### src/pkg/irq_ctrl_consts.vh
// constants for the four level interrupt controller
`ifndef IRQ_CTRL_CONSTS_VH
`define IRQ_CTRL_CONSTS_VH

// register offsets on the plain register port
`define OFS_EN_A 4'h0
`define OFS_EN_B 4'h1
`define OFS_PLO_A 4'h2
`define OFS_PHI_A 4'h3
`define OFS_PLO_B 4'h4
`define OFS_PHI_B 4'h5
`define OFS_TRIG 4'h6
`define OFS_FLAGS 4'h7
`define OFS_STATUS 4'h8

// reset values and implemented bit masks
`define RST_BYTE 8'h00
`define MASK_A 8'hff
`define MASK_B 8'ha7
`define MASK_TRIG 8'h03
`define BIT_GLOBAL 7
`define BIT_KEYPAD_CLR 2

// source indices (enable bit order)
`define SRC_EXT0 4'd0
`define SRC_EXT1 4'd2
`define SRC_NUM 12

// last clock count of the machine cycle, which is six cpu clocks long
`define MC_LAST 3'd5

// fixed tie-break ranks, 4 bits per source, source 0 in low bits
`define RANKS 48'hd_9_b_8_5_3_2_c_a_7_4_1
// sources able to wake from power down
`define WAKE_MASK 12'h765

// vector addresses
`define VEC_0 16'h0003
`define VEC_1 16'h000b
`define VEC_2 16'h0013
`define VEC_3 16'h001b
`define VEC_4 16'h0023
`define VEC_5 16'h002b
`define VEC_6 16'h0053
`define VEC_7 16'h0033
`define VEC_8 16'h003b
`define VEC_9 16'h0043
`define VEC_10 16'h0063
`define VEC_11 16'h0073

`endif

### src/rtl/irq_ctrl.v
// four level interrupt controller with two external request pins
// Functional notes
// - twelve sources, each given one of four priority levels
// - per source enable, plus a global enable in enable register A
// - service is preempted only by a strictly higher level
// - a top-level routine cannot be interrupted at all
// - of different levels arriving together, the higher is taken
// - fixed ranking decides only among requests of equal level
// - ranking order from external 0 down to the timeout timer
// - each source presents its own fixed vector address
// - enable bit positions in enable registers A and B
// - level is high-half bit and low-half bit at the enable position
// - only externals, brownout, keypad, comparators, watchdog wake
// - level mode: low pin level requests the interrupt
// - edge mode: high sample then low sample sets the flag
// - edge flag clears when its service routine is entered
// - level source holds until taken; still low re-raises it
// - level flag tracks the pin and needs no clearing
// - enabled external request wakes from power down or idle
// - keypad flag stays set until software clears it
//
// Implementation choices: the strobed register port and the address map.
`timescale 1ns/1ns
`default_nettype none
`include "irq_ctrl_consts.vh"

module irq_ctrl (
  // clock and reset
  input wire CLK,
  input wire RST_B,
  // register port
  input wire [3:0] ADDR,
  input wire [7:0] WR_DATA,
  input wire WR_EN,
  input wire RD_EN,
  output reg [7:0] RD_DATA,
  // external request pins, active low
  input wire EXT_IRQ_PIN_ZERO_N,
  input wire EXT_IRQ_PIN_ONE_N,
  // peripheral request levels
  input wire TIMER_ZERO_OVERFLOW_FLAG,
  input wire TIMER_ONE_OVERFLOW_FLAG,
  input wire SERIAL_TX_FLAG,
  input wire SERIAL_RX_FLAG,
  input wire BROWNOUT_FLAG,
  input wire WATCHDOG_OVERFLOW_FLAG,
  input wire SERIAL_BUS_ATTENTION_FLAG,
  input wire COMPARATOR_TWO_FLAG,
  input wire COMPARATOR_ONE_FLAG,
  input wire TIMEOUT_TIMER_FLAG,
  // keypad event pulse, latched here
  input wire KEYPAD_EVENT,
  // processor core handshake
  input wire IRQ_ACK,
  input wire IRQ_RETURN,
  output reg IRQ_REQ,
  output reg [15:0] IRQ_VECTOR,
  output reg [1:0] IRQ_LEVEL,
  output reg WAKE_REQ
);

  ////////////////////////////////////////////////////////////////////////
  // helper functions

  // index of the highest in-service level, valid when mask non zero
  function [1:0] top_level;
    input [3:0] mask;
    begin
      top_level = 2'd0;
      if (mask[1])
        top_level = 2'd1;
      if (mask[2])
        top_level = 2'd2;
      if (mask[3])
        top_level = 2'd3;
    end
  endfunction

  // vector address of a source
  function [15:0] vec_of;
    input [3:0] idx;
    begin
      case (idx)
        4'd0: vec_of = `VEC_0;
        4'd1: vec_of = `VEC_1;
        4'd2: vec_of = `VEC_2;
        4'd3: vec_of = `VEC_3;
        4'd4: vec_of = `VEC_4;
        4'd5: vec_of = `VEC_5;
        4'd6: vec_of = `VEC_6;
        4'd7: vec_of = `VEC_7;
        4'd8: vec_of = `VEC_8;
        4'd9: vec_of = `VEC_9;
        4'd10: vec_of = `VEC_10;
        default: vec_of = `VEC_11;
      endcase
    end
  endfunction

  ////////////////////////////////////////////////////////////////////////
  // registers and state

  reg [7:0] en_a_q;
  reg [7:0] en_b_q;
  reg [7:0] plo_a_q;
  reg [7:0] phi_a_q;
  reg [7:0] plo_b_q;
  reg [7:0] phi_b_q;
  reg [7:0] trig_q;
  reg [2:0] mc_cnt_q;
  reg [1:0] pin_smp_q;
  reg ext_flag_zero_q;
  reg ext_flag_one_q;
  reg keypad_flag_q;
  reg [3:0] in_service_q;
  reg [3:0] win_idx_q;
  reg [7:0] rd_d;

  wire wr_flags;
  wire sample_tick;
  wire [1:0] pin_low;
  wire [11:0] flags;
  wire [11:0] src_en;
  wire [11:0] plo;
  wire [11:0] phi;
  wire [11:0] active;
  wire global_en;
  wire [47:0] ranks_all = `RANKS;

  assign wr_flags = WR_EN && (ADDR == `OFS_FLAGS);
  assign sample_tick = (mc_cnt_q == `MC_LAST);
  assign pin_low = {~EXT_IRQ_PIN_ONE_N, ~EXT_IRQ_PIN_ZERO_N};
  assign global_en = en_a_q[`BIT_GLOBAL];

  // per source enable and priority bits gathered by source index
  assign src_en = {en_b_q[7], en_b_q[5], en_b_q[2:0], en_a_q[6:0]};
  assign plo = {plo_b_q[7], plo_b_q[5], plo_b_q[2:0], plo_a_q[6:0]};
  assign phi = {phi_b_q[7], phi_b_q[5], phi_b_q[2:0], phi_a_q[6:0]};

  // request flags by source index, visible whatever the enables
  assign flags = {TIMEOUT_TIMER_FLAG, COMPARATOR_ONE_FLAG,
                  COMPARATOR_TWO_FLAG, keypad_flag_q,
                  SERIAL_BUS_ATTENTION_FLAG, WATCHDOG_OVERFLOW_FLAG,
                  BROWNOUT_FLAG, SERIAL_TX_FLAG | SERIAL_RX_FLAG,
                  TIMER_ONE_OVERFLOW_FLAG, ext_flag_one_q,
                  TIMER_ZERO_OVERFLOW_FLAG, ext_flag_zero_q};
  assign active = flags & src_en & {`SRC_NUM{global_en}};

  ////////////////////////////////////////////////////////////////////////
  // winner search: highest level, then best rank

  reg [3:0] best_idx;
  reg [1:0] best_lvl;
  reg [3:0] best_rank;
  reg best_found;
  reg [1:0] cur_lvl;
  reg [3:0] cur_rank;
  reg allow;
  integer i;

  always @*
  begin
    best_idx = 4'd0;
    best_lvl = 2'd0;
    best_rank = 4'hf;
    best_found = 1'b0;
    cur_lvl = 2'd0;
    cur_rank = 4'd0;
    for (i = 0; i < `SRC_NUM; i = i + 1)
    begin
      cur_lvl = {phi[i], plo[i]};
      cur_rank = ranks_all[4 * i +: 4];
      if (active[i] && (!best_found || cur_lvl > best_lvl ||
          (cur_lvl == best_lvl && cur_rank < best_rank)))
      begin
        best_idx = i[3:0];
        best_lvl = cur_lvl;
        best_rank = cur_rank;
        best_found = 1'b1;
      end
    end
    // strictly above the innermost level in service
    allow = best_found && (in_service_q == 4'h0 ||
            best_lvl > top_level(in_service_q));
  end

  ////////////////////////////////////////////////////////////////////////
  // core handshake, in-service record and wake

  // request withheld in the acknowledge cycle so a stale one never shows
  always @(posedge CLK)
  begin
    if (!RST_B)
    begin
      IRQ_REQ <= 1'b0;
      IRQ_VECTOR <= 16'h0000;
      IRQ_LEVEL <= 2'd0;
      win_idx_q <= 4'd0;
      in_service_q <= 4'h0;
      WAKE_REQ <= 1'b0;
    end
    else
    begin
      IRQ_REQ <= allow && !IRQ_ACK;
      IRQ_VECTOR <= vec_of(best_idx);
      IRQ_LEVEL <= best_lvl;
      win_idx_q <= best_idx;
      WAKE_REQ <= |(active & `WAKE_MASK);
      if (IRQ_ACK && IRQ_REQ)
        in_service_q <= in_service_q | (4'h1 << IRQ_LEVEL);
      else if (IRQ_RETURN && in_service_q != 4'h0)
        in_service_q <= in_service_q &
                        ~(4'h1 << top_level(in_service_q));
    end
  end

  ////////////////////////////////////////////////////////////////////////
  // external pins: machine cycle sampling and request flags

  wire take_ext0;
  wire take_ext1;
  wire [1:0] fall;

  assign take_ext0 = IRQ_ACK && IRQ_REQ && win_idx_q == `SRC_EXT0;
  assign take_ext1 = IRQ_ACK && IRQ_REQ && win_idx_q == `SRC_EXT1;
  // previous sample high (not low) and new sample low
  assign fall = ~pin_smp_q & pin_low;

  // one sample every machine cycle of six clocks
  always @(posedge CLK)
  begin
    if (!RST_B)
    begin
      mc_cnt_q <= 3'd0;
      pin_smp_q <= 2'b00;
      ext_flag_zero_q <= 1'b0;
      ext_flag_one_q <= 1'b0;
    end
    else
    begin
      mc_cnt_q <= sample_tick ? 3'd0 : mc_cnt_q + 3'd1;
      if (sample_tick)
        pin_smp_q <= pin_low;
      // external 0: level tracks pin, edge sets and clears on entry
      if (!trig_q[0])
      begin
        if (sample_tick)
          ext_flag_zero_q <= pin_low[0];
      end
      else if (sample_tick && fall[0])
        ext_flag_zero_q <= 1'b1;
      else if (take_ext0)
        ext_flag_zero_q <= 1'b0;
      // external 1: same behaviour
      if (!trig_q[1])
      begin
        if (sample_tick)
          ext_flag_one_q <= pin_low[1];
      end
      else if (sample_tick && fall[1])
        ext_flag_one_q <= 1'b1;
      else if (take_ext1)
        ext_flag_one_q <= 1'b0;
    end
  end

  ////////////////////////////////////////////////////////////////////////
  // keypad flag: set by event, cleared only by software, set wins

  always @(posedge CLK)
  begin
    if (!RST_B)
      keypad_flag_q <= 1'b0;
    else if (KEYPAD_EVENT)
      keypad_flag_q <= 1'b1;
    else if (wr_flags && WR_DATA[`BIT_KEYPAD_CLR])
      keypad_flag_q <= 1'b0;
  end

  ////////////////////////////////////////////////////////////////////////
  // register writes

  always @(posedge CLK)
  begin
    if (!RST_B)
    begin
      en_a_q <= `RST_BYTE;
      en_b_q <= `RST_BYTE;
      plo_a_q <= `RST_BYTE;
      phi_a_q <= `RST_BYTE;
      plo_b_q <= `RST_BYTE;
      phi_b_q <= `RST_BYTE;
      trig_q <= `RST_BYTE;
    end
    else if (WR_EN)
    begin
      case (ADDR)
        `OFS_EN_A: en_a_q <= WR_DATA & `MASK_A;
        `OFS_EN_B: en_b_q <= WR_DATA & `MASK_B;
        `OFS_PLO_A: plo_a_q <= WR_DATA & `MASK_A;
        `OFS_PHI_A: phi_a_q <= WR_DATA & `MASK_A;
        `OFS_PLO_B: plo_b_q <= WR_DATA & `MASK_B;
        `OFS_PHI_B: phi_b_q <= WR_DATA & `MASK_B;
        `OFS_TRIG: trig_q <= WR_DATA & `MASK_TRIG;
        default: ;
      endcase
    end
  end

  ////////////////////////////////////////////////////////////////////////
  // register reads, data in the following cycle only

  always @*
  begin
    case (ADDR)
      `OFS_EN_A: rd_d = en_a_q;
      `OFS_EN_B: rd_d = en_b_q;
      `OFS_PLO_A: rd_d = plo_a_q;
      `OFS_PHI_A: rd_d = phi_a_q;
      `OFS_PLO_B: rd_d = plo_b_q;
      `OFS_PHI_B: rd_d = phi_b_q;
      `OFS_TRIG: rd_d = trig_q;
      `OFS_FLAGS: rd_d = {5'h00, keypad_flag_q, ext_flag_one_q,
                          ext_flag_zero_q};
      `OFS_STATUS: rd_d = {IRQ_REQ, IRQ_LEVEL, 1'b0, in_service_q};
      default: rd_d = 8'h00;
    endcase
  end

  always @(posedge CLK)
  begin
    if (!RST_B)
      RD_DATA <= 8'h00;
    else
      RD_DATA <= RD_EN ? rd_d : 8'h00;
  end

endmodule // irq_ctrl

`default_nettype wire

### config.mk
export PLATFORM = sky130hd
export DESIGN_NAME = irq_ctrl
export DESIGN_NICKNAME = d
export VERILOG_FILES = /design/src/rtl/irq_ctrl.v
export VERILOG_INCLUDE_DIRS = /design/src /design/src/pkg
export SDC_FILE = /design/constraint.sdc
export NUM_CORES = 1
export LEC_CHECK = 0
export ABC_AREA = 1
export BUFFER_PORTS_ARGS = -buffer_cell sky130_fd_sc_hd__buf_2
export CORE_ASPECT_RATIO = 1.2
export CORE_MARGIN = 2
export CORE_UTILIZATION = 55
export CTS_BUF_LIST = sky130_fd_sc_hd__clkbuf_4 sky130_fd_sc_hd__clkbuf_8
export CTS_CLUSTER_SIZE = 20
export DETAILED_ROUTE_END_ITERATION = 7
export PLACE_DENSITY = 0.86
export SYNTH_ARGS = -nofsm -noshare
export SYNTH_HDL_FRONTEND = slang
export SYNTH_SLANG_ARGS = --single-unit
### constraint.sdc
create_clock -name CLK -period 25.5 [get_ports CLK]
set_clock_uncertainty 0.15 [all_clocks]
set_input_delay 6.375 -clock CLK [delete_from_list [all_inputs] [get_ports CLK]]
set_output_delay 6.375 -clock CLK [all_outputs]
set_load 0.02 [all_outputs]
==> impl_metrics.yaml, run 1 <==
logic_synthesis:
  synth-edff-count: 0
  async_reset_ff_share_pct: 0
  yosysTopAreaCell: "dfxtp_1"
  yosys-top-cells-count: "110 x nand2_1, 98 x inv_1, 74 x dfxtp_1, 59 x a21oi_1, 52 x o21ai_0"
  synthCells: 640
  ys.flop_type: "dfxtp_1"
  ys_ff_latch: 74
  synth_top_area_share_pct: 32.9
  synth_area_leaders: "dfxtp_1 33%, nand2_1 9.2%, ha_1 8.6%"
  synth_cell_types: 44
  ys_seq_area_share_pct: 32.9
  mappedNetlistArea_um2: 4510
  post-synth-top-count-cell: "nand2_1"
  synth.avg_cell_area_um2: 7.04
  yosys_warnings: 0
global_routing:
  grt_max_degree: 47
  grt-ovfl-total: 0
  grt_pass1_vias: 4321
  grt_util_all_layers_pct: 28.4
  antenna_found_initial: 0
  grt_pass1_wl_mm: 19.9
drt:
  ant_nets: 0
  route.detailed.drc: 0
  wire_per_inst_um: 15.5
  drt-vias-per-instance: 5.74
  wl_mm: 12.1
  drt-initial-drc-count: 391
  dr.pass1.iters: 5
  via_count: 4487
critical_path:
  slowest_delay_ns: 0.44
  endpoint_kind: "flop"
  criticalPathCategory: "in2reg"
  critPathTopFamily: "compound AO/OA/AOI/OAI gates"
  cp_common_cell: "nand2_1"
  worstPathMaxFanout: 11
  crit_path_top_delay_cell: "a2111oi_0"
  required_ns: 25.57
  crit_arrival_ns: 18.17
  crit_path_start_kind: "primary input"
  critPathBufInv: 15
  r2r-start: "en_a_q[7]"
  startpoint: "TIMER_ZERO_OVERFLOW_FLAG"
clocking:
  clk_latency_ns: 0.35
  htreeDepth: 3
  cts_resized: 0
  clock-sinks: 74
  cts_max_path_buffers: 2
  cts_root_buf: "clkbuf_8"
  numCtsBuffers: 9
  path_clk_slew_ns: 0.07
  cts_setup_buffers: 0
  cts_tree: "done"
  hold_buffers: 0
sta:
  fmax_mhz: 55.2
  finalHoldViolCount: 0
  hold_slack_ns: 0.309
  layout_setup_ws_ns: 7.39
  rsz0062_at_grt: "false"
  relSlewSlack_pct: 44.4
  setup_viol: 0
  finalCritPeriodShare_pct: 71.0
  tns_ns: 0
  maxSlewViolCount: 0
  final.min_clock_period_ns: 18.11
  worstMarginPinSlew_ns: 0.831
floorplanning:
  die_area_um2: 8940
  chipWidth_um: 86.6
  ios: 59
  start_util_pct: 56.2
  die_y_um: 103
  fp.coreArea_um2: 8020
  rows: 36
power:
  power_leakage_nw: 2.46
  fin_total_pwr_uw: 250
  p_per_area_nw_per_um2: 50.1
  peakVddDrop_uv: 40.5
placement:
  dp_hpwl_mm: 9.30
  gp_congestion: 0.922
  place_area_um2: 4740
  post-place-ws_ns: 7.23
  dp.cells: 766
  io_buffer_count: 48
cells_and_area:
  fin_area_um2: 4990
  area_growth_pct: 10.8
  nNetsFinal: 744
  instances_no_fill: 782
  final_util_pct: 62.3
  diodes: 0
  final_layout_size_suffix_gt1_share_pct: 14.6
  n_fill_cell: 724
worst_hold_path:
  hold_class: "reg2reg"
  min_from: "mc_cnt_q[0]"
job:
  maxCapViolations: 0
outcome:
  status: "finished clean"
final timing paths:
| path | to | slack (ns) | depth (start not counted) |
|---|---|---|---|
| max | IRQ_REQ | 7.39 | 93 |
| min | mc_cnt_q[0] | 0.31 | 1 |
| min reg2reg | mc_cnt_q[0] | 0.31 | 1 |
| max reg2reg | IRQ_REQ | 11.94 | 98 |
logic make-up (layout without fill, tap and decap cells):
group           after synthesis  in the layout  synth area share (%)
other cells                   1             10                0.0832
fa+ha+maj                    31             31                  8.61
simple gates                231            231                  24.4
xor+xnor                      1              1                 0.194
buf+inv                     129            167                  12.1
flops                        74             74                  32.9
compound gates              173            173                  21.7
power breakdown:
group,switching [mW],internal [mW]
combinational,0.0126,0.00551
clock,0.0447,0.0678
sequential,0.00171,0.118
total,0.0590,0.191
cells in the final DEF, fill, tap and decap left out, drive strengths merged, types with 13 or more instances in the layout:
master	instances
ha	31
o22ai	13
buf	48
nor2	50
nand2	128
dfxtp	74
inv	103
a21oi	61
nand3	38
o21ai	71
flip-flops by register name (all words and copies together), names as in the netlist, 2 cells and up:
| register | cells |
|---|---|
| en_a_q | 8 |
| IRQ_LEVEL | 2 |
| plo_b_q | 5 |
| phi_a_q | 8 |
| plo_a_q | 8 |
| in_service_q | 4 |
| en_b_q | 5 |
| trig_q | 2 |
| win_idx_q | 4 |
| phi_b_q | 5 |
| IRQ_VECTOR | 5 |
| RD_DATA | 8 |
| pin_smp_q | 2 |
| mc_cnt_q | 3 |
area by class of cell:
type	count	area [µm²]	share of cell area [%]
clock buffer	10	138	2.76
clock inverter	6	114	2.28
inverter	103	387	7.75
multi-input combinational	446	2510	50.3
sequential	74	1480	29.7
tap	95	119	2.38
timing repair buffer	48	240	4.81
per-layer routing:
metal  part of all wire, %  GRT usage [%]  wire length, µm
met1                    41           33.0             4940
met2                    49           49.9             5930
met3                   6.3           4.40              767
met4                   3.7           15.5              450
met5                     0              0                0
No activity file was read; power rests on OpenSTA's default activity.
==> run 2, diff against run 1 <==
Settings changed: ABC_AREA 1 to 0, PLACE_DENSITY 0.86 to 0.85.
Clock period 25.5 ns to 18 ns, I/O delays scaled along.
==> impl_metrics.yaml, run 2 <==
cells_and_area:
  final_util_pct: 71.9
  layout_common_cells: "74 x dfxtp_1, 67 x nor2_1, 53 x nand2_1"
  fin_area_um2: 6090
  final_common_cell: "dfxtp_1"
  area_growth_pct: 28.5
  final_layout_size_suffix_gt1_share_pct: 28.9
  nNetsFinal: 739
  n_fill_cell: 607
  instances_no_fill: 799
  diodes: 0
logic_synthesis:
  synth_cell_types: 65
  ys_seq_area_share_pct: 31.2
  yosysTopAreaCell: "dfxtp_1"
  yosys_warnings: 0
  synth_area_leaders: "dfxtp_1 31%, mux2i_1 9.1%, ha_1 8.2%"
  synth_top_area_share_pct: 31.2
  synth.avg_cell_area_um2: 8.09
  ys.flop_type: "dfxtp_1"
  synth-edff-count: 0
  post-synth-top-count-cell: "dfxtp_1"
  synthCells: 586
  yosys-top-cells-count: "74 x dfxtp_1, 69 x nor2_1, 58 x nand2_1, 48 x a21oi_1, 43 x mux2i_1"
  ys_ff_latch: 74
  async_reset_ff_share_pct: 0
  mappedNetlistArea_um2: 4740
power:
  switchingPower_uw: 90.6
  fin_total_pwr_uw: 346
  p_sw_share_pct: 26.2
  p_int_uw: 255
  power_frac_seq_pct: 48.7
  peakVddDrop_uv: 74.6
  p_per_area_nw_per_um2: 56.8
  p_comb_share_pct: 8.4
  p_clk_share_pct: 42.9
  power_leakage_nw: 2.67
critical_path:
  required_ns: 18.12
  r2r-end: "IRQ_REQ"
  worstPathMaxFanout: 7
  crit_path_top_delay_cell: "a211oi_2"
  endpoint_kind: "flop"
  crit_path_start_kind: "primary input"
  cp_common_cell: "ha_1"
  r2r_cells: 78
  slowest_delay_ns: 0.35
  criticalPathCategory: "in2reg"
  crit_arrival_ns: 18.19
  r2r-start: "en_a_q[7]"
  reg2reg_slack_ns: 1.95
placement:
  dp.cells: 759
  post-place-ws_ns: -0.682
  io_buffer_count: 48
  place_area_um2: 5230
  dp_hpwl_mm: 10.0
  gp_congestion: 0.957
sta:
  finalHoldViolCount: 0
  layout_setup_ws_ns: -0.0660
  worstMarginPinSlew_ns: 1.10
  maxSlewViolCount: 0
  final.min_clock_period_ns: 18.07
  finalCritPeriodShare_pct: 100
  hold_slack_ns: 0.308
  fmax_mhz: 55.4
  tns_ns: -0.0660
  relSlewSlack_pct: 26.7
  setup_viol: 1
global_routing:
  grt_use_met2_pct: 47.0
  grt_pass1_wl_mm: 22.0
  grt-ovfl-total: 0
  grt_pass1_vias: 4656
  top_usage_layer: "met2"
  grt_max_degree: 60
  globalRouteMet3Util_pct: 6.03
  grt_util_all_layers_pct: 30.0
  met1_usage_pct: 37.1
  antenna_found_initial: 0
floorplanning:
  chipWidth_um: 88.8
  die_y_um: 106
  start_util_pct: 56.0
  fp.coreArea_um2: 8470
  ios: 59
  die_area_um2: 9380
  rows: 37
clocking:
  htreeDepth: 3
  path_clk_slew_ns: 0.08
  cts_max_path_buffers: 2
  cts_tree: "done"
  numCtsBuffers: 9
  cts_root_buf: "clkbuf_8"
  clk_latency_ns: 0.37
  clock-sinks: 74
worst_hold_path:
  hold_path_end: "mc_cnt_q[0]"
  min_from: "mc_cnt_q[0]"
  hold_class: "reg2reg"
  min_path_cells: 1
drt:
  wl_mm: 16.7
  drt-vias-per-instance: 6.76
  dr.pass1.iters: 8
  drt-initial-drc-count: 755
  wire_per_inst_um: 20.9
  ant_nets: 0
  via_count: 5402
  route.detailed.drc: 10
outcome:
  violations: "DRC, setup timing"
  status: "finished, violations left"
job:
  maxCapViolations: 0
-- run 2: cell count changes in the layout (fill, tap and decap cells not counted), sizes merged, moves of 6 or more --
| cell | before | now |
|---|---|---|
| o21ai | 71 | 23 |
| mux2 | 0 | 7 |
| nor2 | 50 | 69 |
| inv | 103 | 25 |
| nor3 | 10 | 2 |
| and3 | 0 | 8 |
| a21oi | 61 | 48 |
| a211oi | 0 | 6 |
| nand2b | 0 | 9 |
| mux2i | 0 | 43 |
| nor2b | 0 | 16 |
| nand2 | 128 | 58 |
| o22ai | 13 | 3 |
| buf | 48 | 103 |
-- run 2: how the worst max path moves through the flow --
stage                             start             to  slack (ns)  depth (start not counted)
2_1_floorplan  TIMER_ZERO_OVERFLOW_FLAG  IRQ_VECTOR[5]        0.03                         68
3_3_place_gp   TIMER_ZERO_OVERFLOW_FLAG        IRQ_REQ       -0.20                         73
3_5_place_dp   TIMER_ZERO_OVERFLOW_FLAG        IRQ_REQ       -0.68                         75
4_1_cts        TIMER_ZERO_OVERFLOW_FLAG        IRQ_REQ        0.01                         73
5_1_grt        TIMER_ZERO_OVERFLOW_FLAG        IRQ_REQ       -0.48                         74
6_report       TIMER_ZERO_OVERFLOW_FLAG        IRQ_REQ       -0.07                         75
-- run 2: layout make-up --
cell class	instances	area, µm²	area share (%)
Tap cell	117	146	2.40
Inverter	24	90.1	1.48
Sequential cell	74	1480	24.3
Multi-Input combinational cell	465	3470	57.0
Timing Repair Buffer	103	682	11.2
Clock inverter	6	90.1	1.48
Clock buffer	10	131	2.16
-- run 2: cell families (layout without fill, tap and decap cells) --
| kind of cell | after synthesis | count (layout) | synth area share, % |
|---|---|---|---|
| adders and majority gates | 31 | 31 | 8.18 |
| AOI/OAI and AO/OA | 150 | 150 | 21.8 |
| buffers and inverters | 56 | 143 | 5.38 |
| DFF | 74 | 74 | 31.2 |
| and+or+nand+nor | 224 | 224 | 22.6 |
| other | 1 | 10 | 0.0791 |
| muxes | 50 | 50 | 10.7 |
-- run 2: power by group through the flow --
| stage | logic, mW | clock network, mW | registers [mW] |
|---|---|---|---|
| 4_1_cts | 0.0254 | 0.147 | 0.168 |
| 3_3_place_gp | 0.0245 | 0 | 0.172 |
| 3_5_place_dp | 0.0252 | 0 | 0.172 |
| 2_1_floorplan | 0.0177 | 0 | 0.171 |
| 5_1_grt | 0.0306 | 0.153 | 0.169 |
| 6_report | 0.0291 | 0.148 | 0.169 |
-- run 2: per-layer routing --
metal	part of all wire, %	up-vias
li1	-	2298
met1	36	2505
met2	47	452
met3	9.7	147
met4	7.9	0
met5	0	-
-- run 2: critical path: cells and delay by family --
kind	cells	cell delay, ns
muxes	2	0.56
AOI/OAI and AO/OA	33	6.20
buffers and inverters	7	0.88
and+or+nand+nor	22	2.98
adders and majority gates	11	3.06
-- run 2: repair_timing --
action,in CTS,in global routing
gates resized for setup,9,91
endpoints found under the setup margin,8,11
pin swaps,6,55
setup buffers,2,23
hold buffers,0,0
